File: src/hw/bbn_pkg.sv
// Constants for the bridge bus number register block
//
// Behaviour
// - Status bit 6 user feature reads zero
// - Status bit 5 fast clock reads zero
// - Status bits 4 to 0 read zero
// - Some status bits cleared only by global reset or by a write of one
// - Upstream bus index at 18h, reset 00h
// - Downstream bus index at 19h, reset 00h
// - Highest downstream index at 1Ah, reset 00h
// - Three indices decide config cycle forwarding
package bbn_pkg;
	// ----------------------------------------
	// Register offsets and widths
	// ----------------------------------------
	localparam int         ADDR_W          = 8;
	localparam int         IDX_W           = 8;
	localparam int         STAT_W          = 16;
	localparam logic [7:0] OFS_UPSTREAM    = 8'h18;
	localparam logic [7:0] OFS_DOWNSTREAM  = 8'h19;
	localparam logic [7:0] OFS_HIGHEST     = 8'h1A;
	localparam logic [7:0] OFS_SEC_STATUS  = 8'h16;
	localparam logic [7:0] IDX_RESET       = 8'h00;
	// ----------------------------------------
	// Secondary status fields
	// ----------------------------------------
	localparam int          STAT_STICKY_LSB = 8;
	localparam int          STAT_STICKY_W   = 8;
	localparam logic [7:0]  STICKY_RESET    = 8'h00;
	localparam int          USER_FEAT_BIT   = 6;
	localparam int          FAST_CLK_BIT    = 5;
	localparam logic [15:0] STAT_LOW_ZERO   = 16'h0000;
	// ----------------------------------------
	// Forwarding decision codes
	// ----------------------------------------
	typedef enum logic [1:0] {
		BBN_FWD_NONE  = 2'b00,
		BBN_FWD_TYPE0 = 2'b01,
		BBN_FWD_TYPE1 = 2'b11
	} bbn_fwd_t;
endpackage

File: src/hw/bbn_regs.sv
// Bus number registers, secondary status and forwarding decision
`timescale 1ns/100ps
module bbn_regs (
	// Clock and resets
	input  wire logic                      clk_sys,
	input  wire logic                      reset,
	input  wire logic                      global_reset,
	// Register port
	input  wire logic [bbn_pkg::ADDR_W-1:0] reg_addr,
	input  wire logic [7:0]                 reg_wdata,
	input  wire logic                       reg_wr,
	input  wire logic                       reg_rd,
	output logic      [7:0]                 reg_rdata,
	// Hardware status events
	input  wire logic [bbn_pkg::STAT_STICKY_W-1:0] stat_set,
	// Configuration cycle lookup
	input  wire logic                       cfg_valid,
	input  wire logic [bbn_pkg::IDX_W-1:0]  cfg_bus,
	output logic                            fwd_valid,
	output bbn_pkg::bbn_fwd_t               fwd_kind,
	// Register views
	output logic [bbn_pkg::IDX_W-1:0]       upstream_bus_index,
	output logic [bbn_pkg::IDX_W-1:0]       downstream_bus_index,
	output logic [bbn_pkg::IDX_W-1:0]       highest_downstream_bus_index
);
	// ----------------------------------------
	// Address decode
	// ----------------------------------------
	wire logic sel_up   = (reg_addr == bbn_pkg::OFS_UPSTREAM);
	wire logic sel_down = (reg_addr == bbn_pkg::OFS_DOWNSTREAM);
	wire logic sel_high = (reg_addr == bbn_pkg::OFS_HIGHEST);
	wire logic sel_slo  = (reg_addr == bbn_pkg::OFS_SEC_STATUS);
	wire logic sel_shi  = (reg_addr == bbn_pkg::OFS_SEC_STATUS + 8'h01);

	// Sticky upper status byte, write one to clear
	logic [bbn_pkg::STAT_STICKY_W-1:0] sticky_reg;
	logic [bbn_pkg::STAT_STICKY_W-1:0] sticky_next;
	wire logic [7:0] sticky_clr = (reg_wr && sel_shi) ? reg_wdata : 8'h00;
	// Set wins over a clear in the same cycle
	assign sticky_next = (sticky_reg & ~sticky_clr) | stat_set;

	// Low status byte: bits 6, 5 and 4..0 are constant zero
	wire logic [15:0] sec_status = {sticky_reg,
		bbn_pkg::STAT_LOW_ZERO[7:0]};

	// ----------------------------------------
	// Registers
	// ----------------------------------------
	always_ff @(posedge clk_sys) begin
		if (reset) begin
			upstream_bus_index           <= bbn_pkg::IDX_RESET;
			downstream_bus_index         <= bbn_pkg::IDX_RESET;
			highest_downstream_bus_index <= bbn_pkg::IDX_RESET;
		end else if (reg_wr) begin
			if (sel_up)
				upstream_bus_index <= reg_wdata;
			if (sel_down)
				downstream_bus_index <= reg_wdata;
			if (sel_high)
				highest_downstream_bus_index <= reg_wdata;
		end
	end

	// Lesser reset leaves these bits alone
	always_ff @(posedge clk_sys) begin
		if (global_reset)
			sticky_reg <= bbn_pkg::STICKY_RESET;
		else
			sticky_reg <= sticky_next;
	end

	// ----------------------------------------
	// Read path
	// ----------------------------------------
	wire logic [7:0] rd_mux =
		sel_up   ? upstream_bus_index :
		sel_down ? downstream_bus_index :
		sel_high ? highest_downstream_bus_index :
		sel_slo  ? sec_status[7:0] :
		sel_shi  ? sec_status[15:8] : 8'h00;

	always_ff @(posedge clk_sys) begin
		if (reset)
			reg_rdata <= 8'h00;
		else
			reg_rdata <= reg_rd ? rd_mux : 8'h00;
	end

	// ----------------------------------------
	// Forwarding decision
	// ----------------------------------------
	// Unprogrammed registers all read zero, so nothing forwards
	// A cycle aimed at the upstream bus itself never goes downstream
	wire logic own_bus = (cfg_bus == upstream_bus_index);
	wire logic hit_t0  = !own_bus &&
		(cfg_bus == downstream_bus_index);
	wire logic hit_t1  = !own_bus &&
		(cfg_bus > downstream_bus_index) &&
		(cfg_bus <= highest_downstream_bus_index);
	wire bbn_pkg::bbn_fwd_t kind_next = hit_t0 ? bbn_pkg::BBN_FWD_TYPE0 :
		hit_t1 ? bbn_pkg::BBN_FWD_TYPE1 : bbn_pkg::BBN_FWD_NONE;

	always_ff @(posedge clk_sys) begin
		if (reset) begin
			fwd_valid <= 1'b0;
			fwd_kind  <= bbn_pkg::BBN_FWD_NONE;
		end else begin
			fwd_valid <= cfg_valid;
			fwd_kind  <= cfg_valid ? kind_next : bbn_pkg::BBN_FWD_NONE;
		end
	end
endmodule

File: config.mk
export PLATFORM = sky130hd
export DESIGN_NAME = bbn_regs
export DESIGN_NICKNAME = d
export VERILOG_FILES = /design/src/hw/bbn_pkg.sv /design/src/hw/bbn_regs.sv
export SDC_FILE = /design/constraint.sdc
export NUM_CORES = 1
export LEC_CHECK = 0
export BUFFER_PORTS_ARGS = -buffer_cell sky130_fd_sc_hd__buf_2
export CORE_ASPECT_RATIO = 1.2
export CORE_UTILIZATION = 54
export CTS_CLUSTER_DIAMETER = 80
export CTS_CLUSTER_SIZE = 30
export DETAILED_ROUTE_END_ITERATION = 8
export HOLD_SLACK_MARGIN = 0.1
export PLACE_DENSITY = 0.81
export SKIP_LAST_GASP = 1
export SLEW_MARGIN = 20
export SYNTH_ARGS = -nofsm -noshare
export SYNTH_HDL_FRONTEND = slang
export SYNTH_SLANG_ARGS = --single-unit
File: constraint.sdc
create_clock -name clk_sys -period 4.6 [get_ports clk_sys]
set_input_delay 0.23 -clock clk_sys [delete_from_list [all_inputs] [get_ports clk_sys]]
set_output_delay 0.23 -clock clk_sys [all_outputs]
set_load 0.02 [all_outputs]
### Yosys cells after proc, flatten, opt, wreduce, memory -nomap -nowiden

Index checks and enable logic that the tools add are counted.

* order comparisons: 2
* bitwise gates (word level): 5
* eq/ne operators: 7
* reduce and logical (&&, ||, !) cells: 11
* multiplexer cells: 8

Operators by type and width (count)
* $mux 8: 6
* $eq 8x5->1 const B: 5
* $eq 8x8->1: 2
* $and 8x8->8: 1
* $gt 8x8->1: 1
* $le 8x8->1: 1
* $not 8->8: 1
* $or 8x8->8: 1
* $reduce_and 2->1: 3
* $logic_and 1x1->1: 4
* $reduce_or 2->1: 2
* $reduce_or 3->1: 1
* $mux 2: 1
* $not 1->1: 2
* $logic_not 1->1: 1
* $mux 1: 1

* output and inout bits: 35
* input port bits: 38
* bits in registers: 43
* word-level logic and storage cells: 41

### Longest topological paths before layout

Gate-level depths: netlist of the first run.

* word-level depth: 6
* mapped depth: 7
* gate-level depth less buffers: 7

### Worst setup path after synthesis of the first run

OpenSTA, ideal clock, no wires.

* path kind: register -> register
* start point: register highest_downstream_bus_index[7] (netlist name)
* end point: register fwd_kind[1]
* period minus slack after synthesis: 1.790 ns
* path slack: 2.810 ns
* arrival time: 1.710 ns
* setup time: 0.080 ns
* cell stages (with the launch flop): 8
* cell sequence: dfxtp_1 -> inv_1 -> ha_1 -> nand4_1 -> nor3_1 -> nor2_1 -> a221o_1 -> nor3b_1

* longest elaborated chain between the ends: 3

Ends and longest elaborated chain
* start: declaration: RTL line bbn_regs.sv:24 `output logic [bbn_pkg::IDX_W-1:0] highest_downstream_bus_index`
* start signal: assignment: RTL line bbn_regs.sv:53 `highest_downstream_bus_index <= bbn_pkg::IDX_RESET;`
* start signal: assignment: RTL line bbn_regs.sv:60 `highest_downstream_bus_index <= reg_wdata;`
* $le 8x8->1: RTL line bbn_regs.sv:99 `(cfg_bus <= highest_downstream_bus_index);`
* $logic_and 1x1->1: RTL line bbn_regs.sv:98 `(cfg_bus > downstream_bus_index) &&`
* $mux 2: RTL line bbn_regs.sv:101 `hit_t1 ? bbn_pkg::BBN_FWD_TYPE1 : bbn_pkg::BBN_FWD_NONE;`
* end signal: assignment: RTL line bbn_regs.sv:106 `fwd_kind <= bbn_pkg::BBN_FWD_NONE;`
* end signal: assignment: RTL line bbn_regs.sv:109 `fwd_kind <= cfg_valid ? kind_next : bbn_pkg::BBN_FWD_NONE;`
* end: declaration: RTL line bbn_regs.sv:20 `output bbn_pkg::bbn_fwd_t fwd_kind,`

No other way between the ends.
A chain may end at the register's enable or synchronous reset.

### Worst setup path after layout of the first run

* start point: register highest_downstream_bus_index[6] (netlist name)
* end point: register fwd_kind[1]

The elaborated chain is that of the path after synthesis.

==> key figures, run 1 <==
Outcome
  • Run status: completed

Clocking
  • Reg clk slew, reported paths: ~90 ps
  • Clock sinks: 43
  • CTS buffer count: 5
  • CTS Hold Bufs: 0
  • # Post-CTS Setup Buffers: 0
  • CTS tree: yes
  • Resize count post-CTS: 0
  • Max Root-Sink Buffers: 2
  • Clock Latency Late Sink: ~290 ps
  • Clk root buf: clkbuf_8
  • CTS H-tree depth: 2

STA
  • Setup TNS: 0 ps
  • Final Setup Violations: 0
  • Final hold violation count: 0
  • Worst-Margin Slew: 571 ps
  • RSZ-0062 raised after global routing: false
  • Hold WS: ~140 ps
  • Final worst slack: 2790 ps
  • Slew Limit Fails: 0
  • Final period util: 0.393
  • Slew margin rel.: 0.618
  • Clock skew: 9.54 ps
  • Final worst path period need: roughly 1800 ps
  • Max Freq: ~0.55 GHz

Critical path
  • Setup crit start kind: flop
  • Flop-to-flop setup slack: 2790 ps
  • CP Max Fanout: 4
  • Worst Path Arrival: about 2000 ps
  • Reg2reg path depth: 7
  • R2R Path End: fwd_kind[1]$_SDFF_PP0_
  • Crit Path Class: flop to flop
  • CP cell instances: inv_1 > ha_1 > nand4_1 > nor3_1 > nor2_1 > a221o_1 > nor3b_1
  • CP peak stage delay: around 400 ps
  • Crit path required time: about 4800 ps
  • Worst path slowest cell: dfxtp_1
  • R2R Path Start: highest_downstream_bus_index[6]$_SDFFE_PP0P_
  • Crit. End Element: flop

Synthesis
  • Post-synth EDFFs: 0
  • Cell variety after synth: 29
  • Post-synthesis instance total: about 260
  • Post-synthesis adder-cell area fraction: 0.0913
  • Mean Syn Cell Area: 8.50 um2
  • Largest family of logic cells by synthesized area: simple AND/OR/NAND/NOR gates
  • Post-synthesis register bit count: 43
  • Compound-Gate Fraction of Synth Area: 0.143
  • Top cells by area, synth: dfxtp_1 39%, ha_1 9.1%, nor2_1 7.4%, mux2i_1 7.3%, a21oi_1 7.1%
  • Post-Syn Area: 2190 um2
  • Mux share of post-synthesis cell area: 0.0731
  • Top_reg_cell synth: dfxtp_1
  • Async set-reset flop share out of synthesis: 0
  • Cell taking the most area after synthesis: dfxtp_1
  • Commonest cells post-synth: 43 x dfxtp_1, 43 x nor2_1, 31 x a21oi_1
  • Sequential-to-total area share from yosys stat: 0.393
  • Yosys warns: 0
  • Area share of the largest cell type after synthesis: 0.393
  • Mapped Nets: ~310
  • Post-Synth XOR/XNOR Area: 0.0320
  • Post-synthesis simple-gate area fraction: 0.213

Pwr
  • Logic pwr share: 0.105
  • Clk pwr share: 0.342
  • Switching power: around 170 uW
  • Internal: ~520 uW
  • Sw Share: 0.252
  • Peak VDD IR: 217 uV
  • Sequential share of power: 0.553
  • Pwr dens: 261 nW/um2
  • Leakage power: 0.00122 uW

Floorplanning
  • Die W: ~60 um
  • Die ar.: roughly 4300 um2
  • Die H: around 72 um
  • Core Region: about 3900 um2
  • Boundary pin count: 73
  • Initial core utilization: 0.561
  • Rows: 25

Placed design
  • Pre-CTS setup slack: about 2700 ps
  • I/O Buffers: 72
  • DP HPWL: between 4 and 5 mm
  • Gpl congestion: between 0.8 and 0.9

Hold path
  • Hold Path Depth: 3
  • Worst Hold Path EP: sticky_reg[7]$_SDFF_PP0_
  • Hold path startpoint: stat_set[7]
  • Worst Hold Class: input port to flop

Cells and area
  • Fin nets: 380
  • Layout overhead on the synthesized area: 20.8%
  • Finished Core Util: 0.677
  • Ratio of cells with drive above 1 in the final layout: 0.257
  • Filler cell count: 344
  • Antenna Cells: 0

Detailed routing
  • ANT nets after route: 0
  • DRC viols: 0
  • Pre-Repair DR Iteration Count: 4
  • Final wirelength: 5.36 mm
  • Starting DRT DRC Count: between 70 and 80
  • Via count: 2024
  • Drt via density: 5.31
  • Wirelength per Cell: ~14 um

Global routing
  • GRT Total Usage: 0.265
  • Largest net degree at the start of global routing: 27
  • First-pass GRT wire length: 8.66 mm
  • Vias in the first global route: ~1900
  • GR Overflow Total: 0
  • Initial antenna violation count: 0

Job
  • Max_cap viols: 0
metal layers:
metal,global-route usage,share of wire,vias to the layer above
li1,-,-,1030
met1,0.342,0.45,924
met2,0.432,0.49,64
met3,0.0560,0.048,6
met4,0.0879,0.011,0
met5,0,0,-
cells by family after synthesis:
group           count (synthesis)
simple gates                   93
compound gates                 54
flops                          43
buf+inv                        28
mux                            16
fa+ha+maj                      16
xor+xnor                        8
power by group through the flow:
stage               clock network [uW]  registers [uW]  logic, uW
global placement                     0             390       69.6
floorplan                            0             391       37.2
global route                       256             382       81.2
detailed placement                   0             390       71.3
CTS                                239             382       71.7
finish                             236             382       72.2
worst max path at each step:
stage,slack (ps),end,from,cells past startpoint
after global placement,2700,highest_downstream_bus_index[6]$_SDFFE_PP0P_,reg_addr[5],6
after floorplan,2810,fwd_kind[1]$_SDFF_PP0_,highest_downstream_bus_index[7]$_SDFFE_PP0P_,7
after CTS,2790,fwd_kind[1]$_SDFF_PP0_,highest_downstream_bus_index[6]$_SDFFE_PP0P_,7
after global routing,2640,fwd_kind[1]$_SDFF_PP0_,highest_downstream_bus_index[7]$_SDFFE_PP0P_,7
after detailed placement,2650,highest_downstream_bus_index[7]$_SDFFE_PP0P_,reg_addr[5],6
final,2790,fwd_kind[1]$_SDFF_PP0_,highest_downstream_bus_index[6]$_SDFFE_PP0P_,7
layout by cell type, fill, tap and decap left out, drive strengths merged, types with 2 or more instances in the layout:
master | synthesis | layout
nor2b | 3 | 3
o21ai | 11 | 11
clkbuf | 4 | 6
a221oi | 8 | 8
and3 | 2 | 2
ha | 16 | 16
nand2 | 21 | 21
buf | 7 | 72
nor4b | 2 | 2
inv | 17 | 17
mux2i | 16 | 16
nor2 | 43 | 43
nand4 | 4 | 4
dfxtp | 43 | 43
a21o | 2 | 2
xnor2 | 8 | 8
a21oi | 31 | 31
nand3 | 12 | 12
nor3b | 2 | 2
worst max-delay path, delay by kind of cell, from the launching register on:
kind | cells | cell delay, ps
compound gates | 1 | 370
simple gates | 4 | 600
flops | 1 | 400
fa+ha+maj | 1 | 290
buf+inv | 1 | 70
cell type report:
cell class / instances / area [um2] / share of cell area
clock inverter: 2 / 12.5 / 0.00473
multi-input combinational: 187 / 1210 / 0.457
inverter: 17 / 63.8 / 0.0241
tap: 54 / 67.6 / 0.0255
timing repair buffer: 72 / 360 / 0.136
clock buffer: 6 / 72.6 / 0.0274
sequential: 43 / 861 / 0.325
metrics by stage:
step / power, uW / area, um2 / cells
after global placement: 460 / 2560 / 373
after detailed placement: 462 / 2560 / 373
after CTS: 692 / 2650 / 381
final: 690 / 2650 / 381
after global routing: 719 / 2650 / 381
after floorplan: 428 / 2190 / 258
Power figures use the tool's default switching activity.
==> run 2: changes to the inputs <==
--- a/config.mk
+++ b/config.mk
@@ -7,12 +7,12 @@
 export LEC_CHECK = 0
 export BUFFER_PORTS_ARGS = -buffer_cell sky130_fd_sc_hd__buf_2
 export CORE_ASPECT_RATIO = 1.2
-export CORE_UTILIZATION = 54
+export CORE_UTILIZATION = 45
 export CTS_CLUSTER_DIAMETER = 80
 export CTS_CLUSTER_SIZE = 30
 export DETAILED_ROUTE_END_ITERATION = 8
 export HOLD_SLACK_MARGIN = 0.1
-export PLACE_DENSITY = 0.81
+export PLACE_DENSITY = 0.71
 export SKIP_LAST_GASP = 1
 export SLEW_MARGIN = 20
 export SYNTH_ARGS = -nofsm -noshare
==> constraint.sdc (replaced) <==
create_clock -name clk_sys -period 1.5 [get_ports clk_sys]
set_input_delay 0.075 -clock clk_sys [delete_from_list [all_inputs] [get_ports clk_sys]]
set_output_delay 0.075 -clock clk_sys [all_outputs]
set_load 0.02 [all_outputs]
==> key figures, run 2 (synthesized netlist as in run 1, its figures left out) <==
Critical path
  • CP cell instances: inv_1 > ha_4 > nand2_2 > nor3_2 > nor2_1 > a221o_1 > nor3b_2 (was inv_1 > ha_1 > nand4_1 > nor3_1 > nor2_1 > a221o_1 > nor3b_1)
  • Worst Path Arrival: 1850 ps (was 2030 ps)
  • Setup crit start kind: flop (unchanged)
  • WP buf/inv: 1 (unchanged)
  • CP top delay family: simple AND/OR/NAND/NOR gates (unchanged)
  • Crit Path Class: flop to flop (unchanged)
  • Crit path required time: 1740 ps (was 4830 ps)
  • CP peak stage delay: 360 ps (was 400 ps)
  • Crit. End Element: flop (unchanged)
  • Worst path slowest cell: dfxtp_4 (was dfxtp_1)
  • CP Max Fanout: 2 (was 4)

Clocking
  • Reg clk slew, reported paths: 90 ps (about the same)
  • CTS tree: yes (unchanged)
  • Clock sinks: 43 (unchanged)
  • CTS buffer count: 5 (unchanged)
  • Clk root buf: clkbuf_8 (unchanged)
  • CTS H-tree depth: 2 (unchanged)
  • Clock Latency Late Sink: 300 ps (was 290 ps)
  • Max Root-Sink Buffers: 2 (unchanged)

Cells and area
  • Ratio of cells with drive above 1 in the final layout: 0.371 (was 0.257)
  • Layout overhead on the synthesized area: 47.8% (was 20.8%)
  • Commonest non-fill, non-tap cell in the layout: buf_2 (unchanged)
  • Non-Filler Instances: 430 (was 381)
  • Commonest cells after routing, fill and taps aside: 72 x buf_2, 42 x nor2_1, 30 x a21oi_1, 30 x dfxtp_1, 25 x buf_4 (was 72 x buf_2, 43 x nor2_1, 43 x dfxtp_1, 31 x a21oi_1, 21 x nand2_1)
  • Antenna Cells: 0 (unchanged)
  • Fin nets: 425 (was 380)

STA
  • Final worst slack: -114 ps (was 2790 ps)
  • Setup TNS: -200 ps (was 0 ps)
  • RSZ-0062 raised after global routing: true (was false)
  • Final worst path period need: 1610 ps (was 1810 ps)
  • Final period util: 1.08 (was 0.393)
  • Slew Limit Fails: 0 (unchanged)
  • Final Setup Violations: 2 (was 0)
  • Worst-Margin Slew: 338 ps (was 571 ps)
  • Max Freq: 0.620 GHz (was 0.553 GHz)
  • Final hold violation count: 0 (unchanged)
  • Clock skew: 12.3 ps (was 9.54 ps)
  • Slew margin rel.: 0.774 (was 0.618)

Placed design
  • Pre-CTS setup slack: -119 ps (was 2650 ps)
  • DP HPWL: 4.69 mm (was 4.22 mm)
  • Gpl congestion: 0.858 (was 0.869)
  • I/O Buffers: 72 (unchanged)
  • Cells after DPL: 401 (was 373)

Hold path
  • Worst Hold Class: input port to flop (unchanged)

Pwr
  • Internal: 1960 uW (was 516 uW)
  • Clk pwr share: 0.425 (was 0.342)
  • Sw Share: 0.226 (was 0.252)
  • Pwr dens: 782 nW/um2 (was 261 nW/um2)
  • Sequential share of power: 0.456 (was 0.553)
  • Switching power: 573 uW (was 174 uW)
  • Leakage power: 0.00148 uW (was 0.00122 uW)
  • Logic pwr share: 0.119 (was 0.105)
  • Peak VDD IR: 858 uV (was 217 uV)

Global routing
  • GR Overflow Total: 0 (unchanged)
  • Initial antenna violation count: 0 (unchanged)
  • Largest net degree at the start of global routing: 25 (was 27)
  • GRT Total Usage: 0.274 (was 0.265)
  • Vias in the first global route: 2314 (was 1901)
  • First-pass GRT wire length: 10.8 mm (was 8.66 mm)

Floorplanning
  • Die W: 65.7 um (was 60.2 um)
  • Core Region: 4630 um2 (was 3910 um2)
  • Rows: 27 (was 25)
  • Boundary pin count: 73 (unchanged)
  • Initial core utilization: 0.474 (was 0.561)
  • Die H: 78.5 um (was 71.8 um)
  • Die ar.: 5160 um2 (was 4320 um2)

Outcome
  • Run status: finished with violations (was completed)
  • Failing checks: setup timing

Detailed routing
  • ANT nets after route: 0 (unchanged)
  • Drt via density: 5.33 (was 5.31)
  • Wirelength per Cell: 15.5 um (was 14.1 um)
  • DRC viols: 0 (unchanged)
  • Final wirelength: 6.67 mm (was 5.36 mm)
  • Pre-Repair DR Iteration Count: 4 (unchanged)
  • Starting DRT DRC Count: 114 (was 73)
  • Via count: 2290 (was 2024)

Job
  • Max_cap viols: 0 (unchanged)
==> run 2: what timing repair did <==
item                       CTS  global route
gates resized for setup     12             1
setup buffers                2             0
hold buffers                19             0
cloned                       0             0
pin swaps                    6             1
hold endpoints to repair    33             0
setup endpoints to repair    2             2
==> run 2: final cells by class <==
cell class / count / area, um2
Fill cell: 351 / 1390
Inverter: 17 / 63.8
Sequential cell: 43 / 897
Clock buffer: 6 / 72.6
Tap cell: 58 / 72.6
Multi-Input combinational cell: 187 / 1320
Clock inverter: 2 / 60.1
Timing Repair Buffer: 117 / 758
==> run 2: metal layers <==
layer / up-vias / global-route usage / part of all wire
met4: 0 / 0.122 / 0.030
met2: 75 / 0.455 / 0.50
met3: 20 / 0.0523 / 0.053
met1: 1076 / 0.337 / 0.42
met5: - / 0 / 0
li1: 1119 / - / -
==> run 2: stage by stage <==
| stage | area [um2] | power (uW) | utilization | hold WS, ps |
|---|---|---|---|---|
| 6_report | 3240 | 2540 | 0.700 | 154 |
| 4_1_cts | 3240 | 2530 | 0.700 | 144 |
| 3_3_place_gp | 2810 | 1410 | 0.608 | 278 |
| 2_1_floorplan | 2250 | 1300 | - | 192 |
| 5_1_grt | 3240 | 2620 | 0.700 | 167 |
| 3_5_place_dp | 2810 | 1420 | 0.608 | 286 |
==> run 2: path summary, 6_finish.rpt <==
kind / to / startpoint / cells after the start / slack [ps]
worst max-delay path: fwd_kind[1]$_SDFF_PP0_ / highest_downstream_bus_index[1]$_SDFFE_PP0P_ / 7 / -110
worst min-delay path: highest_downstream_bus_index[6]$_SDFFE_PP0P_ / reg_wr / 3 / 150
worst min register to register: sticky_reg[6]$_SDFF_PP0_ / sticky_reg[6]$_SDFF_PP0_ / 2 / 490
worst max register to register: fwd_kind[1]$_SDFF_PP0_ / highest_downstream_bus_index[1]$_SDFFE_PP0P_ / 7 / -110
==> run 2: power groups by stage <==
stage	sequential, uW	combinational (uW)	clock, uW
2_1_floorplan	1190	116	0
3_3_place_gp	1180	232	0
3_5_place_dp	1180	238	0
4_1_cts	1150	294	1090
5_1_grt	1160	334	1130
6_report	1160	303	1080
==> run 2: tightest hold or removal path: cells and delay by family <==
family / cells / cell delay, ps
buf+inv: 1 / 180
simple gates: 1 / 110
compound gates: 1 / 50
